`config.mk`:
```
export PLATFORM = sky130hd
export DESIGN_NAME = bmp_buffer_manager
export DESIGN_NICKNAME = d
export VERILOG_FILES = /design/src/bmp_pkg.sv /design/src/bmp_buffer_manager.sv /design/src/bmp_fifo.sv
export SDC_FILE = /design/constraint.sdc
export NUM_CORES = 1
export LEC_CHECK = 0
export BUFFER_PORTS_ARGS = -buffer_cell sky130_fd_sc_hd__buf_4
export CAP_MARGIN = 30
export CORE_MARGIN = 2
export CORE_UTILIZATION = 50
export CTS_BUF_LIST = sky130_fd_sc_hd__clkbuf_8
export CTS_CLUSTER_SIZE = 16
export DETAILED_ROUTE_END_ITERATION = 10
export PLACE_DENSITY_LB_ADDON = 0.2
export SYNTH_ARGS = -nofsm -noshare
export SYNTH_HDL_FRONTEND = slang
export SYNTH_SLANG_ARGS = --single-unit
```
`constraint.sdc`:
```
create_clock -name clk -period 2.4 [get_ports clk]
set_input_delay 0.24 -clock clk [delete_from_list [all_inputs] [get_ports clk]]
set_output_delay 0.24 -clock clk [all_outputs]
set_load 0.05 [all_outputs]
```
`src/bmp_pkg.sv`:
```
/*
  Constants of the buffer manager address and count logic: register
  addresses, buffer control bit positions, widths and FIFO shape.
  Assumes a single 100 MHz clock and a byte-wide microcontroller port.
*/
//
// Contract
// - Host pointer is a low byte plus seven high bits, fifteen bits.
// - Host pointer is the start value loaded into the host address counter.
// - Armed host pointer loads when the transfer count is or becomes zero.
// - Loading the host counter clears the host armed status bit.
// - Host count loads into the 12-bit transfer counter with the pointer.
// - Transfer counter limits bytes moved per queued host transfer.
// - Disk pointer, low byte plus seven bits, loads the disk address counter.
// - Armed disk pointer loads when the drive request flag sets; clears armed.
// - Unarmed drive request halts drive transfer until the latch is set.
// - Microcontroller RAM port needs access enable; disk direction steers it.
// - Bus style bit selects XT or AT unless slave; reset leaves it alone.
// - Config read mode floats buffer address outputs; reset clears it.
// - Writing bit 5 clears transfer counter and host FIFO; self-clearing. There is no host FIFO here; only the transfer counter clears.
// - Bit 4 one sets host arm latch; zero ignored; cleared on load/reset.
// - Bit 3 sets host direction: 0 host writes, 1 host reads.
// - Bit 2 sets disk direction: 0 writes RAM, 1 reads RAM.
// - Burst DMA only when burst enable and host DMA select are both one.
// - Bit 0 one sets disk arm latch; zero ignored; cleared after load.
// - Arming disk pointer during microcontroller access flushes the disk FIFO.
// - Status read returns each control bit or latch at the same position.
// - Drive request flag sets on request; held while disk latch was clear.
// - Host DMA select one moves host data by DMA, zero by programmed I/O.
// - Host slave select zero makes host a master; one makes it a slave.

package bmp_pkg;

  // ----------------------------------------------------------------------
  // Register addresses.
  // ----------------------------------------------------------------------
  localparam logic [7:0] ADDR_HOST_PTR_LO = 8'h30;
  localparam logic [7:0] ADDR_HOST_PTR_HI = 8'h31;
  localparam logic [7:0] ADDR_HOST_CNT_LO = 8'h32;
  localparam logic [7:0] ADDR_HOST_CNT_HI = 8'h33;
  localparam logic [7:0] ADDR_DISK_PTR_LO = 8'h34;
  localparam logic [7:0] ADDR_DISK_PTR_HI = 8'h35;
  localparam logic [7:0] ADDR_RAM_PORT    = 8'h36;
  localparam logic [7:0] ADDR_BUF_CTRL    = 8'h37;

  // ----------------------------------------------------------------------
  // Buffer control and status bit positions.
  // ----------------------------------------------------------------------
  localparam int BIT_BUS_STYLE = 7;
  localparam int BIT_CFG_READ  = 6;
  localparam int BIT_CLR_CNT   = 5;
  localparam int BIT_HOST_ARM  = 4;
  localparam int BIT_HOST_DIR  = 3;
  localparam int BIT_DISK_DIR  = 2;
  localparam int BIT_BURST     = 1;
  localparam int BIT_DISK_ARM  = 0;

  // ----------------------------------------------------------------------
  // Widths, unmapped read value and FIFO shape.
  // ----------------------------------------------------------------------
  localparam int ADDR_W    = 15;
  localparam int CNT_W     = 12;
  localparam int FIFO_W    = 8;
  localparam int FIFO_D    = 32;
  localparam logic [7:0] RD_UNMAPPED = 8'h00;

endpackage : bmp_pkg

```
`src/bmp_buffer_manager.sv`:
```
/*
  Buffer manager pointers: host and disk pointer registers and their
  address counters, the 12-bit host transfer counter, arm latches,
  buffer control and status, and the microcontroller RAM port through
  a 32-byte disk FIFO. Assumes every input comes from logic on the
  same clock: the microcontroller bus decoder gives one-cycle read and
  write strobes, the host and drive engines give byte strobes, and the
  auxiliary register bits arrive as levels.
*/
`timescale 1ns/1ns

module bmp_buffer_manager (
  input  wire logic        clk,
  input  wire logic        resetn,
  input  wire logic [7:0]  mcAddr,
  input  wire logic        mcWrite,
  input  wire logic        mcRead,
  input  wire logic [7:0]  mcWrData,
  output logic      [7:0]  mcRdData_q,
  output logic             ramPortFull_q,
  input  wire logic        hostDmaSelect,
  input  wire logic        hostSlaveSelect,
  input  wire logic        microRamAccessEnable,
  input  wire logic        hostByteStrobe,
  input  wire logic        driveBufferRequest,
  input  wire logic        driveByteStrobe,
  input  wire logic        drqFlagClear,
  output logic [14:0]      hostAddr_q,
  output logic [11:0]      xferCnt_q,
  output logic [14:0]      diskAddr_q,
  output logic             hostDirection_q,
  output logic             diskDirection_q,
  output logic             clearTransferCounter_q,
  output logic             hostAtMode_q,
  output logic             hostSlaveMode_q,
  output logic             hostDmaMode_q,
  output logic             burstDmaActive_q,
  output logic             driveBufferRequestFlag_q,
  output logic             driveHalt_q,
  output logic             bufAddrOe_q,
  output logic [14:0]      ramAddr_q,
  output logic             ramWrEn_q,
  output logic [7:0]       ramWrData_q,
  input  wire logic        ramWrReady,
  output logic             ramRdReq_q,
  input  wire logic        ramRdValid,
  input  wire logic [7:0]  ramRdData
);

  // ----------------------------------------------------------------------
  // Register state.
  // ----------------------------------------------------------------------
  logic [14:0] hostPtr_q;
  logic [11:0] hostCnt_q;
  logic [14:0] diskPtr_q;
  logic        busStyle_q = 1'b0;
  logic        hostArm_q;
  logic        burstEnable_q;
  logic        diskArm_q;
  logic        bdrqPrev_q;
  logic        rdPending_q;

  // Steps a buffer address by one; the sum wraps inside fifteen bits.
  function automatic logic [14:0] nextAddr(input logic [14:0] addr);
    nextAddr = addr + 15'h0001;
  endfunction : nextAddr

  // ----------------------------------------------------------------------
  // Address decode of the microcontroller port.
  // ----------------------------------------------------------------------
  wire logic wrHostPtrLo = mcWrite && (mcAddr == bmp_pkg::ADDR_HOST_PTR_LO);
  wire logic wrHostPtrHi = mcWrite && (mcAddr == bmp_pkg::ADDR_HOST_PTR_HI);
  wire logic wrHostCntLo = mcWrite && (mcAddr == bmp_pkg::ADDR_HOST_CNT_LO);
  wire logic wrHostCntHi = mcWrite && (mcAddr == bmp_pkg::ADDR_HOST_CNT_HI);
  wire logic wrDiskPtrLo = mcWrite && (mcAddr == bmp_pkg::ADDR_DISK_PTR_LO);
  wire logic wrDiskPtrHi = mcWrite && (mcAddr == bmp_pkg::ADDR_DISK_PTR_HI);
  wire logic wrRamPort   = mcWrite && (mcAddr == bmp_pkg::ADDR_RAM_PORT);
  wire logic wrCtrl      = mcWrite && (mcAddr == bmp_pkg::ADDR_BUF_CTRL);
  wire logic rdRamPort   = mcRead && (mcAddr == bmp_pkg::ADDR_RAM_PORT);

  // Status mirrors each control bit or latch in its own position.
  wire logic [7:0] statusByte = {busStyle_q, !bufAddrOe_q, clearTransferCounter_q, hostArm_q,
                                 hostDirection_q, diskDirection_q, burstEnable_q, diskArm_q};

  // ----------------------------------------------------------------------
  // Host side: arm, load and count.
  // ----------------------------------------------------------------------
  wire logic hostArmWrite = wrCtrl && mcWrData[bmp_pkg::BIT_HOST_ARM];
  wire logic cntZero      = (xferCnt_q == '0);
  wire logic hostLoad     = hostArm_q && cntZero && !clearTransferCounter_q;
  wire logic hostMove     = hostByteStrobe && !cntZero && !clearTransferCounter_q;

  wire logic [14:0] hostAddr_d = hostLoad ? hostPtr_q :
                                 hostMove ? nextAddr(hostAddr_q) : hostAddr_q;
  wire logic [11:0] xferCnt_d  = clearTransferCounter_q ? 12'h000 :
                                 hostLoad ? hostCnt_q :
                                 hostMove ? xferCnt_q - 12'h001 : xferCnt_q;
  // A new arm written in the load cycle wins over the clear.
  wire logic hostArm_d = hostArmWrite ? 1'b1 : (hostLoad ? 1'b0 : hostArm_q);

  // ----------------------------------------------------------------------
  // Disk side: request edge, arm, halt and load.
  // ----------------------------------------------------------------------
  wire logic bdrqRise     = driveBufferRequest && !bdrqPrev_q;
  wire logic diskArmWrite = wrCtrl && mcWrData[bmp_pkg::BIT_DISK_ARM];
  wire logic microArm     = diskArmWrite && microRamAccessEnable;
  wire logic diskLoad     = (diskArm_q && (bdrqRise || driveHalt_q)) || microArm;
  wire logic diskArm_d    = (diskArmWrite && !microRamAccessEnable) ? 1'b1 :
                            (diskLoad ? 1'b0 : diskArm_q);
  wire logic driveHalt_d  = (bdrqRise && !diskArm_q) ? 1'b1 :
                            (diskArm_q ? 1'b0 : driveHalt_q);
  // Set beats clear; a pending halt also holds the flag until arming.
  wire logic drqFlag_d    = bdrqRise ? 1'b1 :
                            ((drqFlagClear && !driveHalt_q) ? 1'b0 : driveBufferRequestFlag_q);

  // ----------------------------------------------------------------------
  // Microcontroller RAM port through the disk FIFO.
  // ----------------------------------------------------------------------
  wire logic       fifoInReady;
  wire logic       fifoOutValid;
  wire logic [7:0] fifoOutData;
  wire logic       portEnabled = microRamAccessEnable;
  wire logic       fifoInValid = diskDirection_q ? ramRdValid : (wrRamPort && portEnabled);
  wire logic [7:0] fifoInData  = diskDirection_q ? ramRdData : mcWrData;
  wire logic       fifoOutRdy  = diskDirection_q ? (rdRamPort && portEnabled) : ramWrReady;
  wire logic       ramWrite    = !diskDirection_q && fifoOutValid && ramWrReady;
  wire logic       ramReadIssue = diskDirection_q && portEnabled && fifoInReady
                                  && !rdPending_q && !microArm;
  wire logic       diskMove    = (driveByteStrobe && !driveHalt_q) || ramWrite || ramReadIssue;
  wire logic [14:0] diskAddr_d = diskLoad ? diskPtr_q :
                                 diskMove ? nextAddr(diskAddr_q) : diskAddr_q;

  bmp_fifo #(
    .WIDTH (bmp_pkg::FIFO_W),
    .DEPTH (bmp_pkg::FIFO_D)
  ) u_disk_fifo (
    .clk      (clk),
    .resetn   (resetn),
    .flush    (microArm),
    .inValid  (fifoInValid),
    .inReady  (fifoInReady),
    .inData   (fifoInData),
    .outValid (fifoOutValid),
    .outReady (fifoOutRdy),
    .outData  (fifoOutData)
  );

  // Read data selection; unmapped addresses read as zero.
  wire logic [7:0] rdSel =
    (mcAddr == bmp_pkg::ADDR_HOST_PTR_LO) ? hostPtr_q[7:0] :
    (mcAddr == bmp_pkg::ADDR_HOST_PTR_HI) ? {1'b0, hostPtr_q[14:8]} :
    (mcAddr == bmp_pkg::ADDR_HOST_CNT_LO) ? hostCnt_q[7:0] :
    (mcAddr == bmp_pkg::ADDR_HOST_CNT_HI) ? {4'h0, hostCnt_q[11:8]} :
    (mcAddr == bmp_pkg::ADDR_DISK_PTR_LO) ? diskPtr_q[7:0] :
    (mcAddr == bmp_pkg::ADDR_DISK_PTR_HI) ? {1'b0, diskPtr_q[14:8]} :
    (mcAddr == bmp_pkg::ADDR_RAM_PORT)    ? ((fifoOutValid && portEnabled && diskDirection_q)
                                             ? fifoOutData : bmp_pkg::RD_UNMAPPED) :
    (mcAddr == bmp_pkg::ADDR_BUF_CTRL)    ? statusByte : bmp_pkg::RD_UNMAPPED;

  // ----------------------------------------------------------------------
  // Pointer and count registers written by the microcontroller.
  // ----------------------------------------------------------------------
  always_ff @(posedge clk)
  begin
    if (!resetn)
    begin
      hostPtr_q <= '0;
      hostCnt_q <= '0;
      diskPtr_q <= '0;
    end
    else
    begin
      if (wrHostPtrLo) hostPtr_q[7:0]  <= mcWrData;
      if (wrHostPtrHi) hostPtr_q[14:8] <= mcWrData[6:0];
      if (wrHostCntLo) hostCnt_q[7:0]  <= mcWrData;
      if (wrHostCntHi) hostCnt_q[11:8] <= mcWrData[3:0];
      if (wrDiskPtrLo) diskPtr_q[7:0]  <= mcWrData;
      if (wrDiskPtrHi) diskPtr_q[14:8] <= mcWrData[6:0];
    end
  end

  // Bus style bit keeps its value through reset.
  always_ff @(posedge clk)
  begin
    if (wrCtrl) busStyle_q <= mcWrData[bmp_pkg::BIT_BUS_STYLE];
  end

  // ----------------------------------------------------------------------
  // Buffer control bits and latches.
  // ----------------------------------------------------------------------
  always_ff @(posedge clk)
  begin
    if (!resetn)
    begin
      bufAddrOe_q            <= 1'b1;
      clearTransferCounter_q <= 1'b0;
      hostArm_q              <= 1'b0;
      hostDirection_q        <= 1'b0;
      diskDirection_q        <= 1'b0;
      burstEnable_q          <= 1'b0;
      diskArm_q              <= 1'b0;
    end
    else
    begin
      if (wrCtrl) bufAddrOe_q <= !mcWrData[bmp_pkg::BIT_CFG_READ];
      clearTransferCounter_q <= wrCtrl && mcWrData[bmp_pkg::BIT_CLR_CNT];
      if (wrCtrl) hostDirection_q <= mcWrData[bmp_pkg::BIT_HOST_DIR];
      if (wrCtrl) diskDirection_q <= mcWrData[bmp_pkg::BIT_DISK_DIR];
      if (wrCtrl) burstEnable_q   <= mcWrData[bmp_pkg::BIT_BURST];
      hostArm_q <= hostArm_d;
      diskArm_q <= diskArm_d;
    end
  end

  // ----------------------------------------------------------------------
  // Counters, disk request state and the RAM read pending flag.
  // ----------------------------------------------------------------------
  always_ff @(posedge clk)
  begin
    if (!resetn)
    begin
      hostAddr_q               <= '0;
      xferCnt_q                <= '0;
      diskAddr_q               <= '0;
      bdrqPrev_q               <= 1'b0;
      driveHalt_q              <= 1'b0;
      driveBufferRequestFlag_q <= 1'b0;
      rdPending_q              <= 1'b0;
    end
    else
    begin
      hostAddr_q               <= hostAddr_d;
      xferCnt_q                <= xferCnt_d;
      diskAddr_q               <= diskAddr_d;
      bdrqPrev_q               <= driveBufferRequest;
      driveHalt_q              <= driveHalt_d;
      driveBufferRequestFlag_q <= drqFlag_d;
      rdPending_q              <= ramReadIssue ? 1'b1 : (ramRdValid ? 1'b0 : rdPending_q);
    end
  end

  // RAM strobes and registered outputs.
  always_ff @(posedge clk)
  begin
    if (!resetn)
    begin
      ramAddr_q        <= '0;
      ramWrEn_q        <= 1'b0;
      ramWrData_q      <= '0;
      ramRdReq_q       <= 1'b0;
      mcRdData_q       <= '0;
      ramPortFull_q    <= 1'b0;
      hostAtMode_q     <= 1'b0;
      hostSlaveMode_q  <= 1'b0;
      hostDmaMode_q    <= 1'b0;
      burstDmaActive_q <= 1'b0;
    end
    else
    begin
      if (ramWrite || ramReadIssue) ramAddr_q <= diskAddr_q;
      ramWrEn_q        <= ramWrite;
      if (ramWrite) ramWrData_q <= fifoOutData;
      ramRdReq_q       <= ramReadIssue;
      if (mcRead) mcRdData_q <= rdSel;
      ramPortFull_q    <= !fifoInReady;
      hostAtMode_q     <= busStyle_q && !hostSlaveSelect;
      hostSlaveMode_q  <= hostSlaveSelect;
      hostDmaMode_q    <= hostDmaSelect;
      burstDmaActive_q <= burstEnable_q && hostDmaSelect;
    end
  end
endmodule : bmp_buffer_manager

```
`src/bmp_fifo.sv`:
```
/*
  Synchronous FIFO with valid/ready on both sides and a flush input.
  Assumes one clock and a synchronous active-low reset.
*/
`timescale 1ns/1ns

module bmp_fifo #(
  parameter int WIDTH = 8,
  parameter int DEPTH = 32
) (
  input  wire logic             clk,
  input  wire logic             resetn,
  input  wire logic             flush,
  input  wire logic             inValid,
  output logic                  inReady,
  input  wire logic [WIDTH-1:0] inData,
  output logic                  outValid,
  input  wire logic             outReady,
  output logic      [WIDTH-1:0] outData
);

  localparam int PW = $clog2(DEPTH);

  logic [WIDTH-1:0] mem [DEPTH];
  logic [PW:0]      wrPtr_q;
  logic [PW:0]      rdPtr_q;
  logic             push;
  logic             pop;

  // --------------------------------------------------------------------
  // Full and empty come from the extra pointer bit.
  // --------------------------------------------------------------------
  assign inReady  = (wrPtr_q[PW] == rdPtr_q[PW]) || (wrPtr_q[PW-1:0] != rdPtr_q[PW-1:0]);
  assign outValid = (wrPtr_q != rdPtr_q);
  assign outData  = mem[rdPtr_q[PW-1:0]];
  assign push     = inValid && inReady && !flush;
  assign pop      = outValid && outReady && !flush;

  // Pointer update; a flush empties the FIFO at once.
  always_ff @(posedge clk)
  begin
    if (!resetn || flush)
    begin
      wrPtr_q <= '0;
      rdPtr_q <= '0;
    end
    else
    begin
      wrPtr_q <= wrPtr_q + (PW+1)'(push);
      rdPtr_q <= rdPtr_q + (PW+1)'(pop);
    end
  end

  // Storage write.
  always_ff @(posedge clk)
  begin
    if (push)
      mem[wrPtr_q[PW-1:0]] <= inData;
  end
endmodule : bmp_fifo

```
======== Word level (Yosys, flattened, before mapping) ========
Memory sizes are Yosys's and may differ from the RTL's. A register that Yosys moved wholly into a read port is not among the register bits.
Cells that the tools add are included.
storage, ports and cells
  bits in registers ....................... 146
  bits in writable memories ............... 256
  input bits .............................. 37
  output and inout bits ................... 86
  logic and storage cells ................. 151
  memories ................................ 1
memory list
  name             depth  bits a word  read ports  clocked after Yosys merged registers in  wr ports  RTL line        text
  u_disk_fifo.mem  32     8            1           1                                        1         bmp_fifo.sv:24  logic [WIDTH-1:0] mem [DEPTH];
cells by class
  add/sub/neg operators ................... 5
  equality and inequality tests ........... 11
  muxes and demuxes ....................... 31
  bitwise gates (word level) .............. 1
  reductions and logical operators ........ 69
operators by type and width
  operator                 count
  $mux W8                  10
  $eq A8 B6 Y1 const B     8
  $mux W15                 4
  $logic_and A1 B1 Y1      39
  $add A15 B1 Y15 const B  2
  $mux W12                 2
  $logic_not A1 Y1         14
  $mux W1                  14
  $reduce_bool A2 Y1       7
  $add A6 B1 Y6            2
  $logic_not A12 Y1        1
  $sub A12 B1 Y12 const B  1
  $logic_or A1 B1 Y1       7
  $ne A6 B6 Y1             1
  $mux W5                  1
  $ne A5 B5 Y1             1
  $reduce_or A2 Y1         1
  $eq A1 B1 Y1             1
  $not A1 Y1               1

======== Depth between registers and ports, before layout ========
  word-level depth ........................ 11
  mapped depth ............................ 12
  gate-level depth less buffers ........... 11

======== Cells and area by module ========
From an unflattened synthesis, not the netlist that was laid out.
second synthesis, totals
  cells, all modules ...................... 1,255
  area, all modules ....................... 16,943.8 sq um
by module, submodules not included
  module              instances  cells an instance  area an instance (sq um)  sequential area each (sq um)
  bmp_fifo            1          545                10,622.7                  7,927.6
  bmp_buffer_manager  1          710                6,321.1                   2,692.6

======== Worst setup path before layout ========
Ideal clock, no wire load.
  path kind ............................... reg-to-reg
  start ................................... register u_disk_fifo.wrPtr_q[4]
  end ..................................... register u_disk_fifo.rdPtr_q[4]
  setup time .............................. 0.123 ns
  arrival time ............................ 2.365 ns
  data required time ...................... 2.277 ns
  setup slack ............................. -0.087 ns
  cell stages (with the launch flop) ...... 13
  buffers on the path ..................... 1
  period minus slack after synthesis ...... 2.487 ns
  cell sequence ........................... dfxtp_1 -> buf_2 -> xor2_1 -> nor3_1 -> and2_1 -> a2111oi_2 -> a21oi_1 -> a21oi_1 -> ha_1 -> ha_1 -> nand3_1 -> xnor2_1 -> nor2_1
on the way
  cells in the longest elaborated chain, start to end .. 4
ends and longest elaborated chain
  element                           RTL line        text
  start: declaration                bmp_fifo.sv:25  logic [PW:0] wrPtr_q;
  start signal: assignment          bmp_fifo.sv:49  wrPtr_q <= wrPtr_q + (PW+1)'(push);
  $ne A6 B6 Y1                      bmp_fifo.sv:34  assign outValid = (wrPtr_q != rdPtr_q);
  $logic_and A1 B1 Y1 (2 in a row)  bmp_fifo.sv:37  assign pop = outValid && outReady && !flush;
  $add A6 B1 Y6                     bmp_fifo.sv:50  rdPtr_q <= rdPtr_q + (PW+1)'(pop);
  end signal: assignment            bmp_fifo.sv:50
  end: declaration                  bmp_fifo.sv:26  logic [PW:0] rdPtr_q;
No other way between the ends.
A chain may end at the register's enable or synchronous reset.

======== Worst setup path in the final report ========
  start ................................... register u_disk_fifo.rdPtr_q[0]
  end ..................................... register mcRdData_q[4]
on the way
  cells in the longest elaborated chain, start to end .. 11
ends and longest elaborated chain
  element                           RTL line                   text
  $ne A6 B6 Y1                      bmp_fifo.sv:34
  $logic_and A1 B1 Y1 (2 in a row)  bmp_buffer_manager.sv:156  (mcAddr == bmp_pkg::ADDR_RAM_PORT) ? ((fifoOutValid && portEnabled && diskDirection_q)
  $mux W8                           bmp_buffer_manager.sv:157  ? fifoOutData : bmp_pkg::RD_UNMAPPED) :
  $mux W8                           bmp_buffer_manager.sv:156
  $mux W8                           bmp_buffer_manager.sv:155  (mcAddr == bmp_pkg::ADDR_DISK_PTR_HI) ? {1'b0, diskPtr_q[14:8]} :
  $mux W8                           bmp_buffer_manager.sv:154  (mcAddr == bmp_pkg::ADDR_DISK_PTR_LO) ? diskPtr_q[7:0] :
  $mux W8                           bmp_buffer_manager.sv:153  (mcAddr == bmp_pkg::ADDR_HOST_CNT_HI) ? {4'h0, hostCnt_q[11:8]} :
  $mux W8                           bmp_buffer_manager.sv:152  (mcAddr == bmp_pkg::ADDR_HOST_CNT_LO) ? hostCnt_q[7:0] :
  $mux W8                           bmp_buffer_manager.sv:151  (mcAddr == bmp_pkg::ADDR_HOST_PTR_HI) ? {1'b0, hostPtr_q[14:8]} :
  $mux W8                           bmp_buffer_manager.sv:150  (mcAddr == bmp_pkg::ADDR_HOST_PTR_LO) ? hostPtr_q[7:0] :
  end signal: assignment            bmp_buffer_manager.sv:264  if (mcRead) mcRdData_q <= rdSel;
  end: declaration                  bmp_buffer_manager.sv:19   output logic [7:0] mcRdData_q,
No other way between the ends.

==> results.json <==
{
  "status": "finished, final reports clean",
  "grt_first_pass_wirelength_mm": 66.2,
  "ctsRootBufferMaster": "clkbuf_8",
  "worst-path-buf-inv": 2,
  "timing.reg2reg.setup_slack_ns": 0.02,
  "worst_slew_margin_rel_pct": 50.5,
  "clkPwrFrac_pct": 37.6,
  "timing.setup.critical_path_class": "reg2reg",
  "r2r_end": "mcRdData_q[4]$_SDFFE_PN0P_",
  "slowest_stage": "mux4_2",
  "end_of_the_critical_path": "mcRdData_q[4]$_SDFFE_PN0P_",
  "reg2reg_depth": 7,
  "grt_max_degree": 61,
  "worstSetupStartpointType": "register",
  "min_path_cells": 3,
  "post-route-drc-count": 0,
  "gr-total-overflow": 0,
  "power.internal_uw": 11400,
  "worst_ir_drop_vdd_mv": 0.670,
  "routed_wire_length_per_instance_um": 21.3,
  "synth-warning-count": 0,
  "boundaryPins": 123,
  "mappedNetlistNets": 1319,
  "worst_path_most_repeated_cell": "mux4_2",
  "port_buffers": 122,
  "postSynthCellCount": 1274,
  "peak_fanout_along_the_critical_path": 9,
  "worst-slew-pin-transition_ns": 0.740,
  "timing.final.max_slew_violations": 0,
  "timing.rr.start": "u_disk_fifo.rdPtr_q[0]$_SDFF_PP0_",
  "routabilityCongestion": 0.887,
  "num_vias": 11700,
  "fp.dieArea_um2": 35500,
  "crit_chain": "buf_12 -> mux4_2 -> mux4_2 -> mux2i_4 -> inv_2 -> a32oi_2 -> o21ai_1",
  "arrival_ns": 2.86,
  "synth_ff_type": "edfxtp_1",
  "final_period_demand_of_the_worst_path_ns": 2.38,
  "floorplan.initialDensity_pct": 50.7,
  "die-height_um": 188,
  "power.density_nw_per_um2": 749,
  "die_w_um": 188,
  "synth_edf_count": 257,
  "cts_buffers": 68,
  "post_synthesis_to_final_layout_area_growth_pct": 22.9,
  "drt-total-wl_mm": 43.4,
  "seqPwrFrac_pct": 48.8,
  "drive_gt1_share_pct": 30.2,
  "grt-busiest-layer": "met2",
  "hold-worst-slack_ns": 0.0442,
  "timing.hold.worst.class": "in2reg",
  "final_core_utilization_pct": 62.3,
  "vias_in_the_first_global_route": 11600,
  "clk_transition_reported_paths_ns": 0.06,
  "met1_usage_in_global_routing_pct": 33.9,
  "slowest_delay_ns": 0.55,
  "core_area_um2": 33500,
  "dr.pass1.iters": 5,
  "cts_htree_levels": 3,
  "hold_viol": 0,
  "endpoint_kind": "register",
  "period_share_pct": 99.3,
  "yosysSeqAreaShare_pct": 62.5,
  "detail_route.vias_per_cell": 5.74,
  "synthesis.area_per_instance_um2": 13.3,
  "setup_repair_after_global_routing_missed_its_margin": "true",
  "initial_antenna_violation_count": 0,
  "power.share.combinational_pct": 13.6,
  "cp.required_ns": 2.88,
  "timing.setup.tns_ns": 0,
  "postSynth.asyncResetShare_pct": 0,
  "detailed_place_hpwl_mm": 28.9,
  "crit_path_start": "u_disk_fifo.rdPtr_q[0]$_SDFF_PP0_",
  "timing.clock.skew_ns": 0.0194,
  "ys_seq_elements": 402,
  "synth.lib_cells_used.distinct": 69,
  "switching_share_pct": 27.5,
  "setup_viol_count_final": 0,
  "number_of_nets_in_the_final_layout": 1579,
  "worst_skew_pair.late_latency_ns": 0.60,
  "grt.total_usage_pct": 24.3,
  "synthesis.area_um2": 17000,
  "tritoncts": "yes",
  "total_switching_power_uw": 4300,
  "numClockSinks": 402,
  "worst_path_dominant_cell_family": "multiplexers",
  "clock_path_buffers": 3,
  "worst-path-stages": 7,
  "max_freq_ghz": 0.419,
  "drv.max_cap_violation_count": 0,
  "grt.met2_usage_pct": 38.2,
  "met3_usage_pct": 4.36,
  "row_count": 67,
  "post_drt_antenna_nets": 0,
  "inserted_diodes": 0,
  "drt_iter0_drc": 1002,
  "leakage_uw": 0.00757
}
==> power groups by stage <==
stage               sequential [uW]  clock [uW]  combinational (uW)
CTS                            7640        6050                2100
global route                   7650        6360                2290
floorplan                      8200           0                 978
global placement               7780           0                2050
detailed placement             7790           0                2080
finish                         7640        5890                2120
==> cells in the final DEF (no fill, tap or decap), types with 10 or more instances in the layout <==
| cell | count |
|---|---|
| o22ai_1 | 10 |
| buf_12 | 11 |
| clkbuf_8 | 80 |
| mux2i_1 | 69 |
| xnor2_1 | 11 |
| nor2b_1 | 11 |
| xor2_1 | 10 |
| nor3_1 | 18 |
| a31oi_1 | 11 |
| inv_1 | 42 |
| nor2_1 | 145 |
| nand2_1 | 83 |
| nand3_1 | 42 |
| edfxtp_1 | 257 |
| dfxtp_1 | 143 |
| and2_1 | 10 |
| buf_4 | 242 |
| o221ai_1 | 11 |
| mux2_2 | 19 |
| and3_1 | 17 |
| o21ai_0 | 23 |
| mux4_2 | 70 |
| a21oi_1 | 65 |
| dlygate4sd3_1 | 13 |
==> synth_stat cells (5+ instances only) <==
master    number  area (um2)
a32oi_1        5        43.8
nor3_1        18        90.1
a22o_1         5        43.8
and3_1        17         106
edfxtp_1     257        7720
a221oi_1       8        70.1
a21oi_1       67         335
or3_1          8        50.1
a311oi_1       8        70.1
nor4_1         8        50.1
o22ai_1       14        87.6
xor2_1        10        87.6
buf_2         13        65.1
mux2_2        20         225
o21a_1         6        45.0
a211oi_1       9        67.6
xnor2_1       11        96.3
buf_1         13        48.8
ha_1           8         100
nand2_1       83         312
o221ai_1      11        96.3
a31oi_1       11        68.8
a22oi_1        8        60.1
mux2i_1       72         721
nand2b_1       5        31.3
clkbuf_1      45         169
nand3b_1       6        45.0
nor2_1       147         552
dfxtp_1      145        2900
inv_1         20        75.1
buf_6          7        78.8
and2_1        10        62.6
nand4_1        5        31.3
mux4_2        70        1580
o21ai_0       25         125
nand3_1       42         210
nor2b_1       11        68.8
==> routing by layer <==
| metal | vias to the layer above | wire length [um] |
|---|---|---|
| li1 | 5379 | - |
| met1 | 5758 | 18700 |
| met2 | 459 | 20400 |
| met3 | 85 | 3030 |
| met4 | 0 | 1320 |
| met5 | - | 0 |
==> worst min-delay path, stage by stage <==
cell,delay [ns]
buf_4,0.18
nand3_1,0.09
o21ai_1,0.06
==> cells by family (layout without fill, tap and decap cells) <==
kind of cell,after synthesis,after routing,share of synthesized area (%)
AO/OA/AOI/OAI,199,199,7.70
XOR/XNOR,21,21,1.08
adder cells (fa/ha/maj),8,8,0.589
buffers and inverters,103,416,2.74
flip-flops,402,402,62.5
multiplexers,162,162,14.8
AND/OR/NAND/NOR,379,379,10.6
==> per-stage QoR <==
| stage | instance area, um2 | instances | power, uW | worst slack [ns] |
|---|---|---|---|---|
| 2_1_floorplan | 17000 | 1274 | 9180 | -0.0874 |
| 6_report | 20900 | 2035 | 15700 | 0.0161 |
| 4_1_cts | 20600 | 2019 | 15800 | -0.0133 |
| 3_3_place_gp | 19100 | 1877 | 9830 | -0.219 |
| 3_5_place_dp | 19100 | 1877 | 9860 | -0.243 |
| 5_1_grt | 20900 | 2035 | 16300 | -0.0557 |
==> area by class of cell <==
type,instances,area [um2]
clock inverter,43,220
tap,448,561
inverter,22,82.6
sequential,402,10600
timing repair buffer,271,2270
clock buffer,80,1100
multi-input combinational,769,6050
fill,2640,12600
==> sequential cells by signal, summed over array words and instances, names as in the netlist, 6 cells and up <==
register / count
ramWrData_q: 8
hostAddr_q: 15
ramAddr_q: 15
u_disk_fifo.mem: 256
u_disk_fifo.wrPtr_q: 6
mcRdData_q: 8
hostCnt_q: 12
u_disk_fifo.rdPtr_q: 6
diskPtr_q: 15
diskAddr_q: 15
xferCnt_q: 12
hostPtr_q: 15
==> worst min-delay path by stage <==
stage,start,endpoint,slack (ns)
2_1_floorplan,hostSlaveSelect,hostAtMode_q$_SDFF_PN0_,0.32
3_3_place_gp,hostSlaveSelect,hostAtMode_q$_SDFF_PN0_,0.41
3_5_place_dp,hostSlaveSelect,hostAtMode_q$_SDFF_PN0_,0.42
4_1_cts,mcRead,mcRdData_q[4]$_SDFFE_PN0P_,0.007
5_1_grt,mcRead,mcRdData_q[5]$_SDFFE_PN0P_,0.05
6_report,mcRead,mcRdData_q[5]$_SDFFE_PN0P_,0.04
==> what timing repair did <==
action                                 4_1_cts  5_1_grt
setup buffers                                6       14
resized for setup                            6       21
pin swaps                                    0        2
gates cloned                                 0        2
endpoints found under the hold margin       50        0
setup endpoints to repair                    6       99
hold buffers                                13        0
No activity file was read; power rests on OpenSTA's default activity.
